$ cat config.mk
export PLATFORM = sky130hd
export DESIGN_NAME = wtc_top
export DESIGN_NICKNAME = d
export VERILOG_FILES = /design/src/verilog/wtc_pkg.sv /design/src/verilog/wtc_tick_if.sv /design/src/verilog/wtc_top.sv /design/src/verilog/wtc_divider.sv
export VERILOG_INCLUDE_DIRS = /design/src /design/src/verilog
export SDC_FILE = /design/constraint.sdc
export NUM_CORES = 1
export LEC_CHECK = 0
export BUFFER_PORTS_ARGS = -buffer_cell sky130_fd_sc_hd__buf_2
export CORE_MARGIN = 3
export CORE_UTILIZATION = 50
export CTS_BUF_LIST = sky130_fd_sc_hd__clkbuf_16
export CTS_CLUSTER_SIZE = 24
export DETAILED_ROUTE_END_ITERATION = 8
export GPL_TIMING_DRIVEN = 0
export PLACE_DENSITY = 0.73
export REMOVE_ABC_BUFFERS = 1
export SYNTH_ARGS = -nofsm -noshare
export SYNTH_HDL_FRONTEND = slang
export SYNTH_SLANG_ARGS = --single-unit
export TNS_END_PERCENT = 5
$ cat constraint.sdc
create_clock -name clk_i -period 7.45 [get_ports clk_i]
set_input_delay 1.49 -clock clk_i [delete_from_list [all_inputs] [get_ports clk_i]]
set_output_delay 1.49 -clock clk_i [all_outputs]
set_load 0.05 [all_outputs]
$ cat src/verilog/wtc_defs.svh
// Purpose: Constants of the wake timer control block
// Assumes: Included by its bare name from every file that needs it
// Notes:   Offsets, field positions, reset values and timing counts
`ifndef WTC_DEFS_SVH
`define WTC_DEFS_SVH

// Register map
`define WTC_ADDR_CTRL       8'h20

// Field positions in the control register
`define WTC_BIT_PD          7
`define WTC_EV1_HI          6
`define WTC_EV1_LO          4
`define WTC_BIT_CAL         3
`define WTC_BIT_UNUSED      2
`define WTC_RES_HI          1
`define WTC_RES_LO          0

// Reset values
`define WTC_RST_PD          1'b1
`define WTC_RST_EV1         3'h7
`define WTC_RST_CAL         1'b1
`define WTC_RST_RES         2'h0
`define WTC_RST_COUNT       16'h876B

// Crystal cycles per slow timer period
`define WTC_XOSC_DIV        750
// Slow periods spent in one calibration run
`define WTC_CAL_TICKS       4

`endif

$ cat src/verilog/wtc_pkg.sv
// Purpose: Types of the wake timer control block
// Assumes: Constants live in wtc_defs.svh
// Notes:   Slow oscillator states
package wtc_pkg;

    typedef enum logic [1:0] {
        WTC_OSC_OFF,
        WTC_OSC_CAL,
        WTC_OSC_RUN
    } wtc_osc_t;

endpackage

$ cat src/verilog/wtc_tick_if.sv
// Purpose: Carrier between the control logic and the slow clock divider
// Assumes: Single clock domain
// Notes:   tick is a one-cycle pulse per slow period
`timescale 1ns/1ns
interface wtc_tick_if;
    logic osc_run;
    logic tick;

    modport ctrl (output osc_run, input tick);
    modport div  (input osc_run, output tick);
endinterface

$ cat src/verilog/wtc_top.sv
// Purpose: Wake timer control: register, slow oscillator state, two events
// Assumes: Register port is a synchronous single-cycle strobe interface
// Notes:   Events are one-cycle pulses on the crystal clock
// Behaviour
// (RULE_01) Power-down bit resets high; clearing it calibrates
// (RULE_02) Slow clock is crystal divided by 750
// (RULE_03) Second-event field bits 6:4 resets to 7
// (RULE_04) Field decodes to 4..48 slow periods
// (RULE_05) Calibration enable bit 3 resets high
// (RULE_06) Resolution bits 1:0 scale step, reset zero
// (RULE_07) Host keeps resolution low for wake polling
// (RULE_08) All resolution settings accepted without restriction
// (RULE_09) First event after 750*count*2^(5*res) cycles
// (RULE_10) First event starts delay and restarts period
// (RULE_11) Bit 2 reads zero, writes ignored
`timescale 1ns/1ns
`include "wtc_defs.svh"
module wtc_top
    import wtc_pkg::*;
#(
    parameter int DIV       = `WTC_XOSC_DIV,
    parameter int CAL_TICKS = `WTC_CAL_TICKS
) (
    // Clock and reset
    input  wire logic        clk_i,
    input  wire logic        resetn_i,
    // Register port
    input  wire logic        reg_wr_i,
    input  wire logic [7:0]  reg_addr_i,
    input  wire logic [7:0]  reg_wdata_i,
    output logic      [7:0]  reg_rdata_o,
    // Wake period count from the event-count registers
    input  wire logic [15:0] wake_period_count_i,
    // Timer status and events
    output logic             osc_on_o,
    output logic             cal_busy_o,
    output logic             cal_enable_o,
    output logic             wake_period_count_o,
    output logic             second_event_delay_o
);
    // Control register fields
    logic        slow_osc_powerdown_r;
    logic [2:0]  second_event_delay_r;
    logic        slow_osc_cal_enable_r;
    logic [1:0]  wake_period_resolution_r;

    wtc_osc_t    osc_r;
    wtc_osc_t    osc_nxt;
    logic [7:0]  cal_cnt_r;
    logic [14:0] pre_r;
    logic [15:0] ev0_cnt_r;
    logic [5:0]  ev1_cnt_r;
    logic        ev1_run_r;
    logic        ctrl_wr;
    logic        unit;
    logic        ev0_hit;
    logic        ev1_hit;

    wtc_tick_if tk ();

    // Second-event delay in slow periods
    function automatic logic [5:0] ev1_delay(input logic [2:0] sel);
        case (sel)
            3'h0:    ev1_delay = 6'h04; // [RULE_04]
            3'h1:    ev1_delay = 6'h06;
            3'h2:    ev1_delay = 6'h08;
            3'h3:    ev1_delay = 6'h0C;
            3'h4:    ev1_delay = 6'h10;
            3'h5:    ev1_delay = 6'h18;
            3'h6:    ev1_delay = 6'h20;
            default: ev1_delay = 6'h30;
        endcase
    endfunction

    // Last prescaler value for one wake-period step
    function automatic logic [14:0] pre_last(input logic [1:0] res);
        case (res)
            2'h0:    pre_last = 15'h0000; // [RULE_06]
            2'h1:    pre_last = 15'h001F;
            2'h2:    pre_last = 15'h03FF;
            default: pre_last = 15'h7FFF;
        endcase
    endfunction

    wtc_divider #(
        .DIV      (DIV)
    ) u_div (
        .clk_i    (clk_i),
        .resetn_i (resetn_i),
        .tk       (tk)
    );

    assign tk.osc_run = (osc_r != WTC_OSC_OFF);
    assign ctrl_wr    = reg_wr_i && (reg_addr_i == `WTC_ADDR_CTRL);
    // Every resolution setting is honoured as written
    // A prescaler left above a newly lowered limit ends its step at the next slow tick
    assign unit       = tk.tick && (pre_r >= pre_last(wake_period_resolution_r)); // [RULE_08]
    // Count of zero behaves as one step
    assign ev0_hit    = unit && ((ev0_cnt_r + 16'h0001) >= wake_period_count_i);
    assign ev1_hit    = tk.tick && ev1_run_r
                        && ((ev1_cnt_r + 6'h01) == ev1_delay(second_event_delay_r));

    // Control register fields
    always_ff @(posedge clk_i or negedge resetn_i) begin
        if (!resetn_i) begin
            slow_osc_powerdown_r     <= `WTC_RST_PD;  // [RULE_01]
            second_event_delay_r     <= `WTC_RST_EV1; // [RULE_03]
            slow_osc_cal_enable_r    <= `WTC_RST_CAL; // [RULE_05]
            wake_period_resolution_r <= `WTC_RST_RES; // [RULE_06]
        end else if (ctrl_wr) begin
            slow_osc_powerdown_r     <= reg_wdata_i[`WTC_BIT_PD];
            second_event_delay_r     <= reg_wdata_i[`WTC_EV1_HI:`WTC_EV1_LO]; // [RULE_03]
            slow_osc_cal_enable_r    <= reg_wdata_i[`WTC_BIT_CAL]; // [RULE_05]
            wake_period_resolution_r <= reg_wdata_i[`WTC_RES_HI:`WTC_RES_LO];
        end
    end

    // Read data, unused bit fixed at zero
    always_ff @(posedge clk_i or negedge resetn_i) begin
        if (!resetn_i) begin
            reg_rdata_o <= 8'h00;
        end else if (reg_addr_i == `WTC_ADDR_CTRL) begin
            reg_rdata_o <= {slow_osc_powerdown_r, second_event_delay_r,
                            slow_osc_cal_enable_r, 1'b0, wake_period_resolution_r}; // [RULE_11]
        end else begin
            reg_rdata_o <= 8'h00;
        end
    end

    // Oscillator state: off, calibrating, running
    always_comb begin
        osc_nxt = osc_r;
        case (osc_r)
            WTC_OSC_OFF: begin
                if (ctrl_wr && !reg_wdata_i[`WTC_BIT_PD]) begin
                    osc_nxt = WTC_OSC_CAL; // [RULE_01]
                end
            end
            WTC_OSC_CAL: begin
                if (tk.tick && (cal_cnt_r == 8'(CAL_TICKS - 1))) begin
                    osc_nxt = WTC_OSC_RUN;
                end
            end
            WTC_OSC_RUN: begin
                if (ev0_hit && slow_osc_cal_enable_r) begin
                    osc_nxt = WTC_OSC_CAL; // [RULE_05]
                end
            end
            default: osc_nxt = WTC_OSC_OFF;
        endcase
        if (ctrl_wr && reg_wdata_i[`WTC_BIT_PD]) begin
            osc_nxt = WTC_OSC_OFF;
        end
    end

    // Oscillator state register and its outputs
    always_ff @(posedge clk_i or negedge resetn_i) begin
        if (!resetn_i) begin
            osc_r        <= WTC_OSC_OFF;
            osc_on_o     <= 1'b0;
            cal_busy_o   <= 1'b0;
            cal_enable_o <= `WTC_RST_CAL;
        end else begin
            osc_r        <= osc_nxt;
            osc_on_o     <= (osc_nxt != WTC_OSC_OFF);
            cal_busy_o   <= (osc_nxt == WTC_OSC_CAL);
            cal_enable_o <= ctrl_wr ? reg_wdata_i[`WTC_BIT_CAL] : slow_osc_cal_enable_r;
        end
    end

    // Calibration length in slow periods
    always_ff @(posedge clk_i or negedge resetn_i) begin
        if (!resetn_i) begin
            cal_cnt_r <= 8'h00;
        end else if (osc_r != WTC_OSC_CAL) begin
            cal_cnt_r <= 8'h00;
        end else if (tk.tick) begin
            cal_cnt_r <= cal_cnt_r + 8'h01;
        end
    end

    // Resolution prescaler and wake-period counter
    always_ff @(posedge clk_i or negedge resetn_i) begin
        if (!resetn_i) begin
            pre_r     <= 15'h0000;
            ev0_cnt_r <= 16'h0000;
            wake_period_count_o  <= 1'b0;
        end else if (osc_r == WTC_OSC_OFF) begin
            pre_r     <= 15'h0000;
            ev0_cnt_r <= 16'h0000;
            wake_period_count_o  <= 1'b0;
        end else begin
            wake_period_count_o <= ev0_hit; // [RULE_09]
            if (unit) begin
                pre_r     <= 15'h0000;
                ev0_cnt_r <= ev0_hit ? 16'h0000 : ev0_cnt_r + 16'h0001; // [RULE_10]
            end else if (tk.tick) begin
                pre_r     <= pre_r + 15'h0001;
            end
        end
    end

    // Second-event delay counter, started by each first event
    always_ff @(posedge clk_i or negedge resetn_i) begin
        if (!resetn_i) begin
            ev1_cnt_r <= 6'h00;
            ev1_run_r <= 1'b0;
            second_event_delay_o  <= 1'b0;
        end else if (osc_r == WTC_OSC_OFF) begin
            ev1_cnt_r <= 6'h00;
            ev1_run_r <= 1'b0;
            second_event_delay_o  <= 1'b0;
        end else begin
            second_event_delay_o <= ev1_hit && !ev0_hit;
            if (ev0_hit) begin
                ev1_cnt_r <= 6'h00; // [RULE_10]
                ev1_run_r <= 1'b1;
            end else if (ev1_hit) begin
                ev1_cnt_r <= ev1_cnt_r + 6'h01;
                ev1_run_r <= 1'b0;
            end else if (tk.tick && ev1_run_r) begin
                ev1_cnt_r <= ev1_cnt_r + 6'h01;
            end
        end
    end

    a_pd_wakes_cal: assert property (@(posedge clk_i) disable iff (!resetn_i) // [RULE_01]
        (osc_r == WTC_OSC_OFF) && ctrl_wr && !reg_wdata_i[`WTC_BIT_PD]
        |=> cal_busy_o && osc_on_o && !slow_osc_powerdown_r)
        else $error("clearing power-down did not start calibration");

    a_ev1_field_load: assert property (@(posedge clk_i) disable iff (!resetn_i) // [RULE_03]
        ctrl_wr |=> second_event_delay_r == $past(reg_wdata_i[`WTC_EV1_HI:`WTC_EV1_LO]))
        else $error("second-event field not loaded");

    a_ev1_delay_len: assert property (@(posedge clk_i) disable iff (!resetn_i) // [RULE_04]
        second_event_delay_o |-> ev1_cnt_r == ev1_delay($past(second_event_delay_r)))
        else $error("second event after wrong number of slow periods");

    a_cal_enable_out: assert property (@(posedge clk_i) disable iff (!resetn_i) // [RULE_05]
        ctrl_wr |=> cal_enable_o == $past(reg_wdata_i[`WTC_BIT_CAL]))
        else $error("calibration enable output does not follow the write");

    a_res_step_len: assert property (@(posedge clk_i) disable iff (!resetn_i) // [RULE_06]
        (osc_r != WTC_OSC_OFF) && tk.tick && !unit |=> pre_r == $past(pre_r) + 15'h0001)
        else $error("resolution prescaler did not advance on a slow tick");

    a_ev0_count_hit: assert property (@(posedge clk_i) disable iff (!resetn_i) // [RULE_09]
        wake_period_count_o |-> ev0_cnt_r == 16'h0000
                     && ($past(ev0_cnt_r) + 16'h0001) >= $past(wake_period_count_i))
        else $error("first event before the period count was reached");

    a_ev0_restart: assert property (@(posedge clk_i) disable iff (!resetn_i) // [RULE_10]
        wake_period_count_o |-> ev1_run_r && ev1_cnt_r == 6'h00 && pre_r == 15'h0000)
        else $error("first event did not restart both counters");

    a_bit2_zero: assert property (@(posedge clk_i) disable iff (!resetn_i) // [RULE_11]
        ctrl_wr && reg_wdata_i[`WTC_BIT_UNUSED] |=> ##1 !reg_rdata_o[`WTC_BIT_UNUSED])
        else $error("unused bit reads as one");

    c_first_event: cover property (@(posedge clk_i) disable iff (!resetn_i) wake_period_count_o);
    c_second_event: cover property (@(posedge clk_i) disable iff (!resetn_i) second_event_delay_o);
    c_recal: cover property (@(posedge clk_i) disable iff (!resetn_i)
        (osc_r == WTC_OSC_RUN) ##1 (osc_r == WTC_OSC_CAL));
endmodule

$ cat src/verilog/wtc_divider.sv
// Purpose: Slow timer clock made from the crystal clock
// Assumes: clk_i is the crystal clock
// Notes:   Divider restarts from zero whenever the oscillator is off
`timescale 1ns/1ns
`include "wtc_defs.svh"
module wtc_divider
    import wtc_pkg::*;
#(
    parameter int DIV = `WTC_XOSC_DIV
) (
    // Clock and reset
    input  wire logic clk_i,
    input  wire logic resetn_i,
    // Tick carrier
    wtc_tick_if.div   tk
);
    localparam logic [9:0] DIV_LAST = 10'(DIV - 1);

    logic [9:0] div_r;
    logic       tick_r;
    logic [9:0] gap_r;
    logic       gap_ok_r;

    // Divide by DIV, one tick per wrap
    always_ff @(posedge clk_i or negedge resetn_i) begin
        if (!resetn_i) begin
            div_r  <= 10'h000;
            tick_r <= 1'b0;
        end else if (!tk.osc_run) begin
            div_r  <= 10'h000;
            tick_r <= 1'b0;
        end else if (div_r == DIV_LAST) begin
            div_r  <= 10'h000;
            tick_r <= 1'b1; // [RULE_02]
        end else begin
            div_r  <= div_r + 10'h001;
            tick_r <= 1'b0;
        end
    end

    assign tk.tick = tick_r;

    // Helper: cycles since last tick, for the spacing check
    always_ff @(posedge clk_i or negedge resetn_i) begin
        if (!resetn_i) begin
            gap_r    <= 10'h000;
            gap_ok_r <= 1'b0;
        end else if (!tk.osc_run) begin
            gap_r    <= 10'h000;
            gap_ok_r <= 1'b0;
        end else if (tick_r) begin
            gap_r    <= 10'h000;
            gap_ok_r <= 1'b1;
        end else begin
            gap_r    <= gap_r + 10'h001;
        end
    end

    a_tick_spacing: assert property (@(posedge clk_i) disable iff (!resetn_i) // [RULE_02]
        tick_r && gap_ok_r |-> gap_r == DIV_LAST)
        else $error("slow tick spacing is not the divide ratio");

    c_tick_seen: cover property (@(posedge clk_i) disable iff (!resetn_i)
        tick_r && gap_ok_r);
endmodule

==> summary.log, run 1 <==
[finish] share of layout cells above drive strength 1 0.155
[route] total via count in the routed design 3750
[logic_synthesis] count leader, synth dfrtp_1
[setup_path] startpoint of the most critical register-to-register path ev0_cnt_r[4]
[worst_hold_path] class of the tightest hold or removal check reg -> reg
[pwr] net switching share of the total power 0.306
[clock_tree] clock tree root driver cell clkbuf_16
[timing] worst-case clock skew 0.0101 ns
[route] number of remaining DRC errors 0
[logic_synthesis] top cells by count, synth 72 x dfrtp_1, 49 x nor2_1, 40 x nand2_1
[floorplan] initial core utilization 0.524
[logic_synthesis] library cell occupying the most area in the post-synthesis netlist dfrtp_1
[grt] global-route wire length before repair 16700 um
[logic_synthesis] synthesized area divided by synthesized cell count 9.51 um^2
[clock_tree] clock latency of the later-clocked register in the worst-skew pair 0.33 ns
[placement] sum of net half-perimeters after detailed placement 7060 um
[setup_path] setup slack of the worst register-to-register path 3.52 ns
[clock_tree] TritonCTS clock tree done
[timing] count of final hold-check violations 0
[logic_synthesis] number of storage elements in the synthesis netlist 77
[clock_tree] number of buffers on the longest clock path 2
[job] max cap viols 0
[floorplan] full die area 10500 um^2
[setup_path] data required time at the worst endpoint 7.71 ns
[logic_synthesis] Top FF cell, synth dfrtp_1
[clock_tree] Clock Sink Count 77
[route] drt wl/cell 15.2 um
[placement] # port buffers 45
[floorplan] Die Span Y 103 um
[timing] RSZ-0062 raised after global routing no
[clock_tree] CTS Buf Count 9
[setup_path] data arrival at the endpoint of the critical path 4.19 ns
[setup_path] WS Path Type reg -> reg
[setup_path] kind of start point of the critical path flip-flop
[pwr] clock share of power 0.420
[logic_synthesis] number of synthesized flops with an enable pin 0
[setup_path] worst reg2reg path endpoint ev0_cnt_r[15]
[pwr] cell internal power dissipation 0.779 mW
[finish] number of nets in the layout 601
[clock_tree] cts repair resizes 0
[timing] fmax 0.254 GHz
[timing] worst rel slew slack 0.279
[logic_synthesis] Ys Warns 0
[timing] slew at the pin closest to its max-slew limit 1.08 ns
[logic_synthesis] fraction of registers with async set or reset after synthesis 1.00
[setup_path] depth of the worst register-to-register path 11
[setup_path] largest driver fanout on the critical path 11
[timing] final-report setup violation count 0
[grt] number of antenna violations at the first check in global routing 0
[pwr] power per unit of standard cell area 212 nW/um^2
[finish] P&R area growth vs syn 13.7%
[grt] number of global-route vias before repair 3606
[route] Pre-antenna DRT Iters 4
[logic_synthesis] number of standard cells after synthesis 490
[timing] Slew Viols, Final 0
[timing] final critical-path share of the clock period 0.528
[logic_synthesis] proportion of netlist area held by the largest area contributor 0.387
[pwr] power spent charging and discharging nets 0.344 mW
[logic_synthesis] combined area of all synthesized cells 4660 um^2
[placement] weighted congestion at the end of routability-driven global placement 0.877
[finish] antenna cells 0
[logic_synthesis] count of different cell masters after synthesis 62
[clock_tree] Worst-path clk slew 0.06 ns
[floorplan] horizontal die dimension 103 um
[logic_synthesis] Seq/Total Area, Yosys 0.415
[logic_synthesis] cell types with the largest area share after synthesis dfrtp_1 39%, ha_1 9.9%, xor2_1 4.5%
[timing] setup tns final 0 ns
[timing] worst slack on hold paths 0.510 ns
[route] DRC violation total after the first TritonRoute iteration 230
[route] post-detailed-routing wire length 9780 um
[floorplan] Ports 48
[grt] overall overflow remaining after global route 0
[timing] clock period minus worst slack 3.93 ns
[clock_tree] Max H-tree Level 3
[clock_tree] number of hold buffers added after CTS 0
[floorplan] area of the core region 8890 um^2
[status] result of the run completed
[grt] overall global routing resource usage 0.199
[floorplan] number of placement rows 34
[clock_tree] buffers inserted during post-CTS setup optimization 0
[pwr] standby leakage power 2.46 nW
[pwr] IR Drop Worst-Case VDD 0.000153 V
[pwr] Sequential Power Share 0.401
[setup_path] worst setup path endpoint ev0_cnt_r[15]
[route] routed vias/inst 5.84
[route] antenna violation net count after detailed routing 0
[pwr] combinational fraction of design power 0.180
[grt] pin count of the biggest net entering global routing 64
[setup_path] crit path launch ev0_cnt_r[4]
[setup_path] category of the worst setup path capture point flip-flop
layout make-up:
| class | count | area, um^2 |
|---|---|---|
| multi-input combinational | 366 | 2540 |
| fill | 771 | 3590 |
| clock buffer | 9 | 225 |
| timing repair buffer | 46 | 255 |
| sequential | 77 | 1930 |
| inverter | 29 | 109 |
| clock inverter | 7 | 98.8 |
| tap | 108 | 135 |
power by group through the flow:
stage	clock network (mW)	logic [mW]	registers (mW)
after global routing	0.498	0.219	0.452
after CTS	0.479	0.201	0.450
after detailed placement	0	0.201	0.457
after floorplan	0	0.106	0.475
final	0.471	0.202	0.450
after global placement	0	0.192	0.456
worst max-delay path, stage by stage (launching register included):
cell,delay (ns)
dfrtp_1,0.47
nand4_1,0.26
nor3_1,0.36
and3_1,0.27
nand3_1,0.11
xnor2_1,0.23
ha_1,0.28
and4_1,0.20
and4b_1,0.23
a2111o_1,0.45
nor3_2,0.70
a32o_1,0.29
logic make-up (layout without fill, tap and decap cells):
kind of cell | after synthesis | after routing | share of synthesized area
AOI/OAI and AO/OA | 87 | 87 | 0.133
xor gates and xnor gates | 45 | 45 | 0.0846
adders and majority gates | 37 | 37 | 0.0993
buffers and inverters | 47 | 91 | 0.0411
DFF | 77 | 77 | 0.415
muxes | 9 | 9 | 0.0209
other | 1 | 1 | 0.000805
and+or+nand+nor | 187 | 187 | 0.206
through the flow:
stage	setup slack [ns]	std cells	power, mW	utilization	area (um^2)
after global placement	3.24	625	0.648	0.555	4940
after global routing	3.25	642	1.17	0.596	5300
after floorplan	3.88	472	0.581	-	4580
after CTS	3.56	642	1.13	0.596	5300
after detailed placement	3.33	626	0.658	0.559	4970
final	3.52	642	1.12	0.596	5300
metal layers:
layer,up-vias,global-route usage,share of wire
li1,1830,-,-
met1,1805,0.276,0.47
met2,108,0.322,0.47
met3,7,0.0352,0.056
met4,0,0.0585,0.0099
met5,-,0,0
state kept, by name, summed over array words and instances, names as in the netlist, 2 cells and up:
| signal | flops |
|---|---|
| u_div.div_r | 10 |
| ev1_cnt_r | 6 |
| osc_r | 2 |
| ev0_cnt_r | 16 |
| second_event_delay_r | 3 |
| pre_r | 15 |
| wake_period_resolution_r | 2 |
| reg_rdata_o | 7 |
| cal_cnt_r | 8 |
cells in the final DEF, fill, tap and decap left out, types with 10 or more instances in the layout:
cell type  count
a21oi_1       32
a32o_1        10
and2_1        11
buf_2         44
dfrtp_1       72
ha_1          37
inv_1         29
nand2_1       40
nand3_1       16
nand4_1       19
nor2_1        49
nor3_1        10
xnor2_1       21
xor2_1        24
worst min-delay path by stage:
stage / startpoint / end / slack [ns] / depth (start not counted)
floorplan: u_div.div_r[0] / u_div.div_r[0] / 0.48 / 1
global placement: slow_osc_powerdown_r / slow_osc_powerdown_r / 0.50 / 1
detailed placement: slow_osc_powerdown_r / slow_osc_powerdown_r / 0.50 / 1
CTS: slow_osc_powerdown_r / slow_osc_powerdown_r / 0.51 / 1
global route: slow_osc_powerdown_r / slow_osc_powerdown_r / 0.53 / 1
finish: slow_osc_powerdown_r / slow_osc_powerdown_r / 0.51 / 1
Power figures use the tool's default switching activity.
==> run 2, diff against run 1 <==
==> constraint.sdc (replaced) <==
create_clock -name clk_i -period 4.1 [get_ports clk_i]
set_input_delay 0.82 -clock clk_i [delete_from_list [all_inputs] [get_ports clk_i]]
set_output_delay 0.82 -clock clk_i [all_outputs]
set_load 0.05 [all_outputs]
==> summary.log, run 2 (same netlist as run 1, synthesis figures left out) <==
[clock_tree] CTS Buf Count 9 [unchanged]
[timing] count of final hold-check violations 0 [unchanged]
[timing] worst rel slew slack 0.274 [-0.00539]
[pwr] cell internal power dissipation 1.42 mW [+82%]
[clock_tree] Worst-path clk slew 0.06 ns [about the same]
[route] post-detailed-routing wire length 9750 um [-0.30%]
[setup_path] kind of start point of the critical path flip-flop
[setup_path] worst setup path endpoint ev0_cnt_r[15]
[pwr] net switching share of the total power 0.306 [about the same]
[grt] number of antenna violations at the first check in global routing 0 [unchanged]
[floorplan] area of the core region 8890 um^2 [unchanged]
[route] number of remaining DRC errors 0 [unchanged]
[floorplan] Die Span Y 103 um [unchanged]
[grt] overall overflow remaining after global route 0 [unchanged]
[placement] number of placed instances with taps included 626 [unchanged]
[timing] slew at the pin closest to its max-slew limit 1.09 ns [+0.00805 ns]
[clock_tree] number of buffers on the longest clock path 2 [unchanged]
[pwr] power spent charging and discharging nets 0.624 mW [+81%]
[setup_path] crit path launch ev0_cnt_r[4]
[finish] number of nets in the layout 601 [unchanged]
[route] DRC violation total after the first TritonRoute iteration 214 [-7.0%]
[setup_path] largest driver fanout on the critical path 11 [unchanged]
[pwr] Sequential Power Share 0.401 [about the same]
[route] Pre-antenna DRT Iters 4 [unchanged]
[floorplan] full die area 10500 um^2 [unchanged]
[finish] top library cells by usage in the layout, fill and taps aside 72 x dfrtp_1, 49 x nor2_1, 44 x buf_2
[clock_tree] buffers inserted during post-CTS setup optimization 0 [unchanged]
[timing] clock period minus worst slack 3.69 ns [-0.245 ns]
[placement] sum of net half-perimeters after detailed placement 7060 um [unchanged]
[clock_tree] TritonCTS clock tree done
[timing] worst-case clock skew 0.0103 ns [+0.000234 ns]
[status] result of the run completed
[setup_path] data arrival at the endpoint of the critical path 3.95 ns [-0.24 ns]
[grt] number of global-route vias before repair 3606 [unchanged]
[setup_path] Slowest Stage Delay on Critical Path 0.48 ns [-0.22 ns]
[finish] P&R area growth vs syn 13.8%
[floorplan] horizontal die dimension 103 um [unchanged]
[worst_hold_path] class of the tightest hold or removal check in -> async
[setup_path] category of the worst setup path capture point flip-flop
[placement] # port buffers 45 [unchanged]
[setup_path] worst reg2reg path endpoint ev0_cnt_r[15]
[clock_tree] clock tree root driver cell clkbuf_16
[setup_path] cell-by-cell trace of the critical path nand4_1 -> nor3_1 -> and3_1 -> nand3_1 -> xnor2_1 -> ha_1 -> and4_1 -> and4b_1 -> a2111o_1 -> nor3_4 -> a32o_1
[floorplan] number of placement rows 34 [unchanged]
[floorplan] Ports 48 [unchanged]
[grt] global-route wire length before repair 16700 um [unchanged]
[finish] most common library cell in the layout ignoring fill and taps dfrtp_1
[pwr] Overall Power 2.04 mW [+82%]
[timing] RSZ-0062 raised after global routing no
[finish] count of placed standard cells in the final layout, fillers left out 642 [unchanged]
[placement] weighted congestion at the end of routability-driven global placement 0.877 [unchanged]
[route] antenna violation net count after detailed routing 0 [unchanged]
[setup_path] WS Path Type reg -> reg
[setup_path] data required time at the worst endpoint 4.36 ns [-3.35 ns]
[finish] share of layout cells above drive strength 1 0.155 [unchanged]
[finish] number of flip-flops under the largest register name 16 [unchanged]
[pwr] combinational fraction of design power 0.179 [about the same]
[route] drt wl/cell 15.2 um [-0.30%]
[grt] pin count of the biggest net entering global routing 64 [unchanged]
[setup_path] setup slack of the worst register-to-register path 0.41 ns [-3.10 ns]
[job] max cap viols 0 [unchanged]
[timing] final-report setup violation count 0 [unchanged]
[setup_path] startpoint of the most critical register-to-register path ev0_cnt_r[4]
[grt] overall global routing resource usage 0.199 [unchanged]
[pwr] clock share of power 0.419 [about the same]
[pwr] power per unit of standard cell area 384 nW/um^2 [+81%]
[finish] largest registers ev0_cnt_r x16, pre_r x15, u_div.div_r x10
[finish] number of filler cells placed in the layout 769 [-0.26%]
[timing] fmax 0.271 GHz [+6.6%]
[pwr] standby leakage power 2.46 nW [about the same]
[setup_path] depth of the worst register-to-register path 11 [unchanged]
[clock_tree] clock latency of the later-clocked register in the worst-skew pair 0.33 ns [about the same]
[setup_path] Max stage delay cell, worst path nor3_4
[finish] final cell utilization of the core 0.597 [+0.000844]
[timing] setup tns final 0 ns [unchanged]
[clock_tree] Clock Sink Count 77 [unchanged]
[finish] largest reg by FF count ev0_cnt_r
[route] routed vias/inst 5.84 [unchanged]
[clock_tree] Max H-tree Level 3 [unchanged]
[timing] Slew Viols, Final 0 [unchanged]
[pwr] IR Drop Worst-Case VDD 0.000276 V [+81%]
[timing] final critical-path share of the clock period 0.900 [+0.372]
[finish] antenna cells 0 [unchanged]
[route] total via count in the routed design 3750 [unchanged]
[floorplan] initial core utilization 0.524 [unchanged]
run 2: cell counts in the layout (fill, tap and decap cells not counted):
No cell type changed its count.
run 2: through the flow:
step,setup WS [ns],hold WS (ns),instance area (um^2)
global placement,0.122,0.497,4940
global route,0.106,0.341,5310
floorplan,0.976,0.481,4580
finish,0.410,0.336,5310
CTS,0.212,0.336,5300
detailed placement,0.315,0.501,4970
run 2: how the worst min path moves through the flow:
stage | start | endpoint | slack [ns] | cells after the start
2_1_floorplan | u_div.div_r[0] | u_div.div_r[0] | 0.48 | 1
3_3_place_gp | slow_osc_powerdown_r | slow_osc_powerdown_r | 0.50 | 1
3_5_place_dp | slow_osc_powerdown_r | slow_osc_powerdown_r | 0.50 | 1
4_1_cts | resetn_i | u_div.div_r[1] | 0.34 | 1
5_1_grt | resetn_i | u_div.div_r[1] | 0.34 | 1
6_report | resetn_i | u_div.div_r[1] | 0.34 | 1
run 2: final cells by class:
type / count / area (um^2) / share of cell area
Sequential cell: 77 / 1930 / 0.364
Multi-Input combinational cell: 366 / 2550 / 0.480
Clock inverter: 7 / 98.8 / 0.0186
Tap cell: 108 / 135 / 0.0255
Timing Repair Buffer: 46 / 255 / 0.0481
Clock buffer: 9 / 225 / 0.0425
Inverter: 29 / 109 / 0.0205
run 2: per-layer routing:
metal / vias up / global-route usage / part of all wire
met5: - / 0 / 0
li1: 1832 / - / -
met4: 0 / 0.0585 / 0.012
met1: 1809 / 0.276 / 0.46
met3: 12 / 0.0352 / 0.057
met2: 97 / 0.322 / 0.47
run 2: worst max-delay path: cells and delay by family, from the launching register on:
kind | cells | cell delay [ns]
AND/OR/NAND/NOR | 7 | 1.90
XOR/XNOR | 1 | 0.23
AO/OA/AOI/OAI | 2 | 0.73
flip-flops | 1 | 0.47
adder cells (fa/ha/maj) | 1 | 0.28
run 2: timing repair:
| action | in CTS | in global routing |
|---|---|---|
| hold endpoints to repair | 0 | 0 |
| endpoints found under the setup margin | 0 | 12 |
| gates resized for setup | 0 | 2 |
| hold buffers | 0 | 0 |
run 2: power by group through the flow:
stage	Clock [mW]	Sequential, mW	Combinational (mW)
CTS	0.870	0.817	0.366
detailed placement	0	0.831	0.365
finish	0.856	0.818	0.366
floorplan	0	0.863	0.193
global route	0.905	0.822	0.399
global placement	0	0.829	0.349
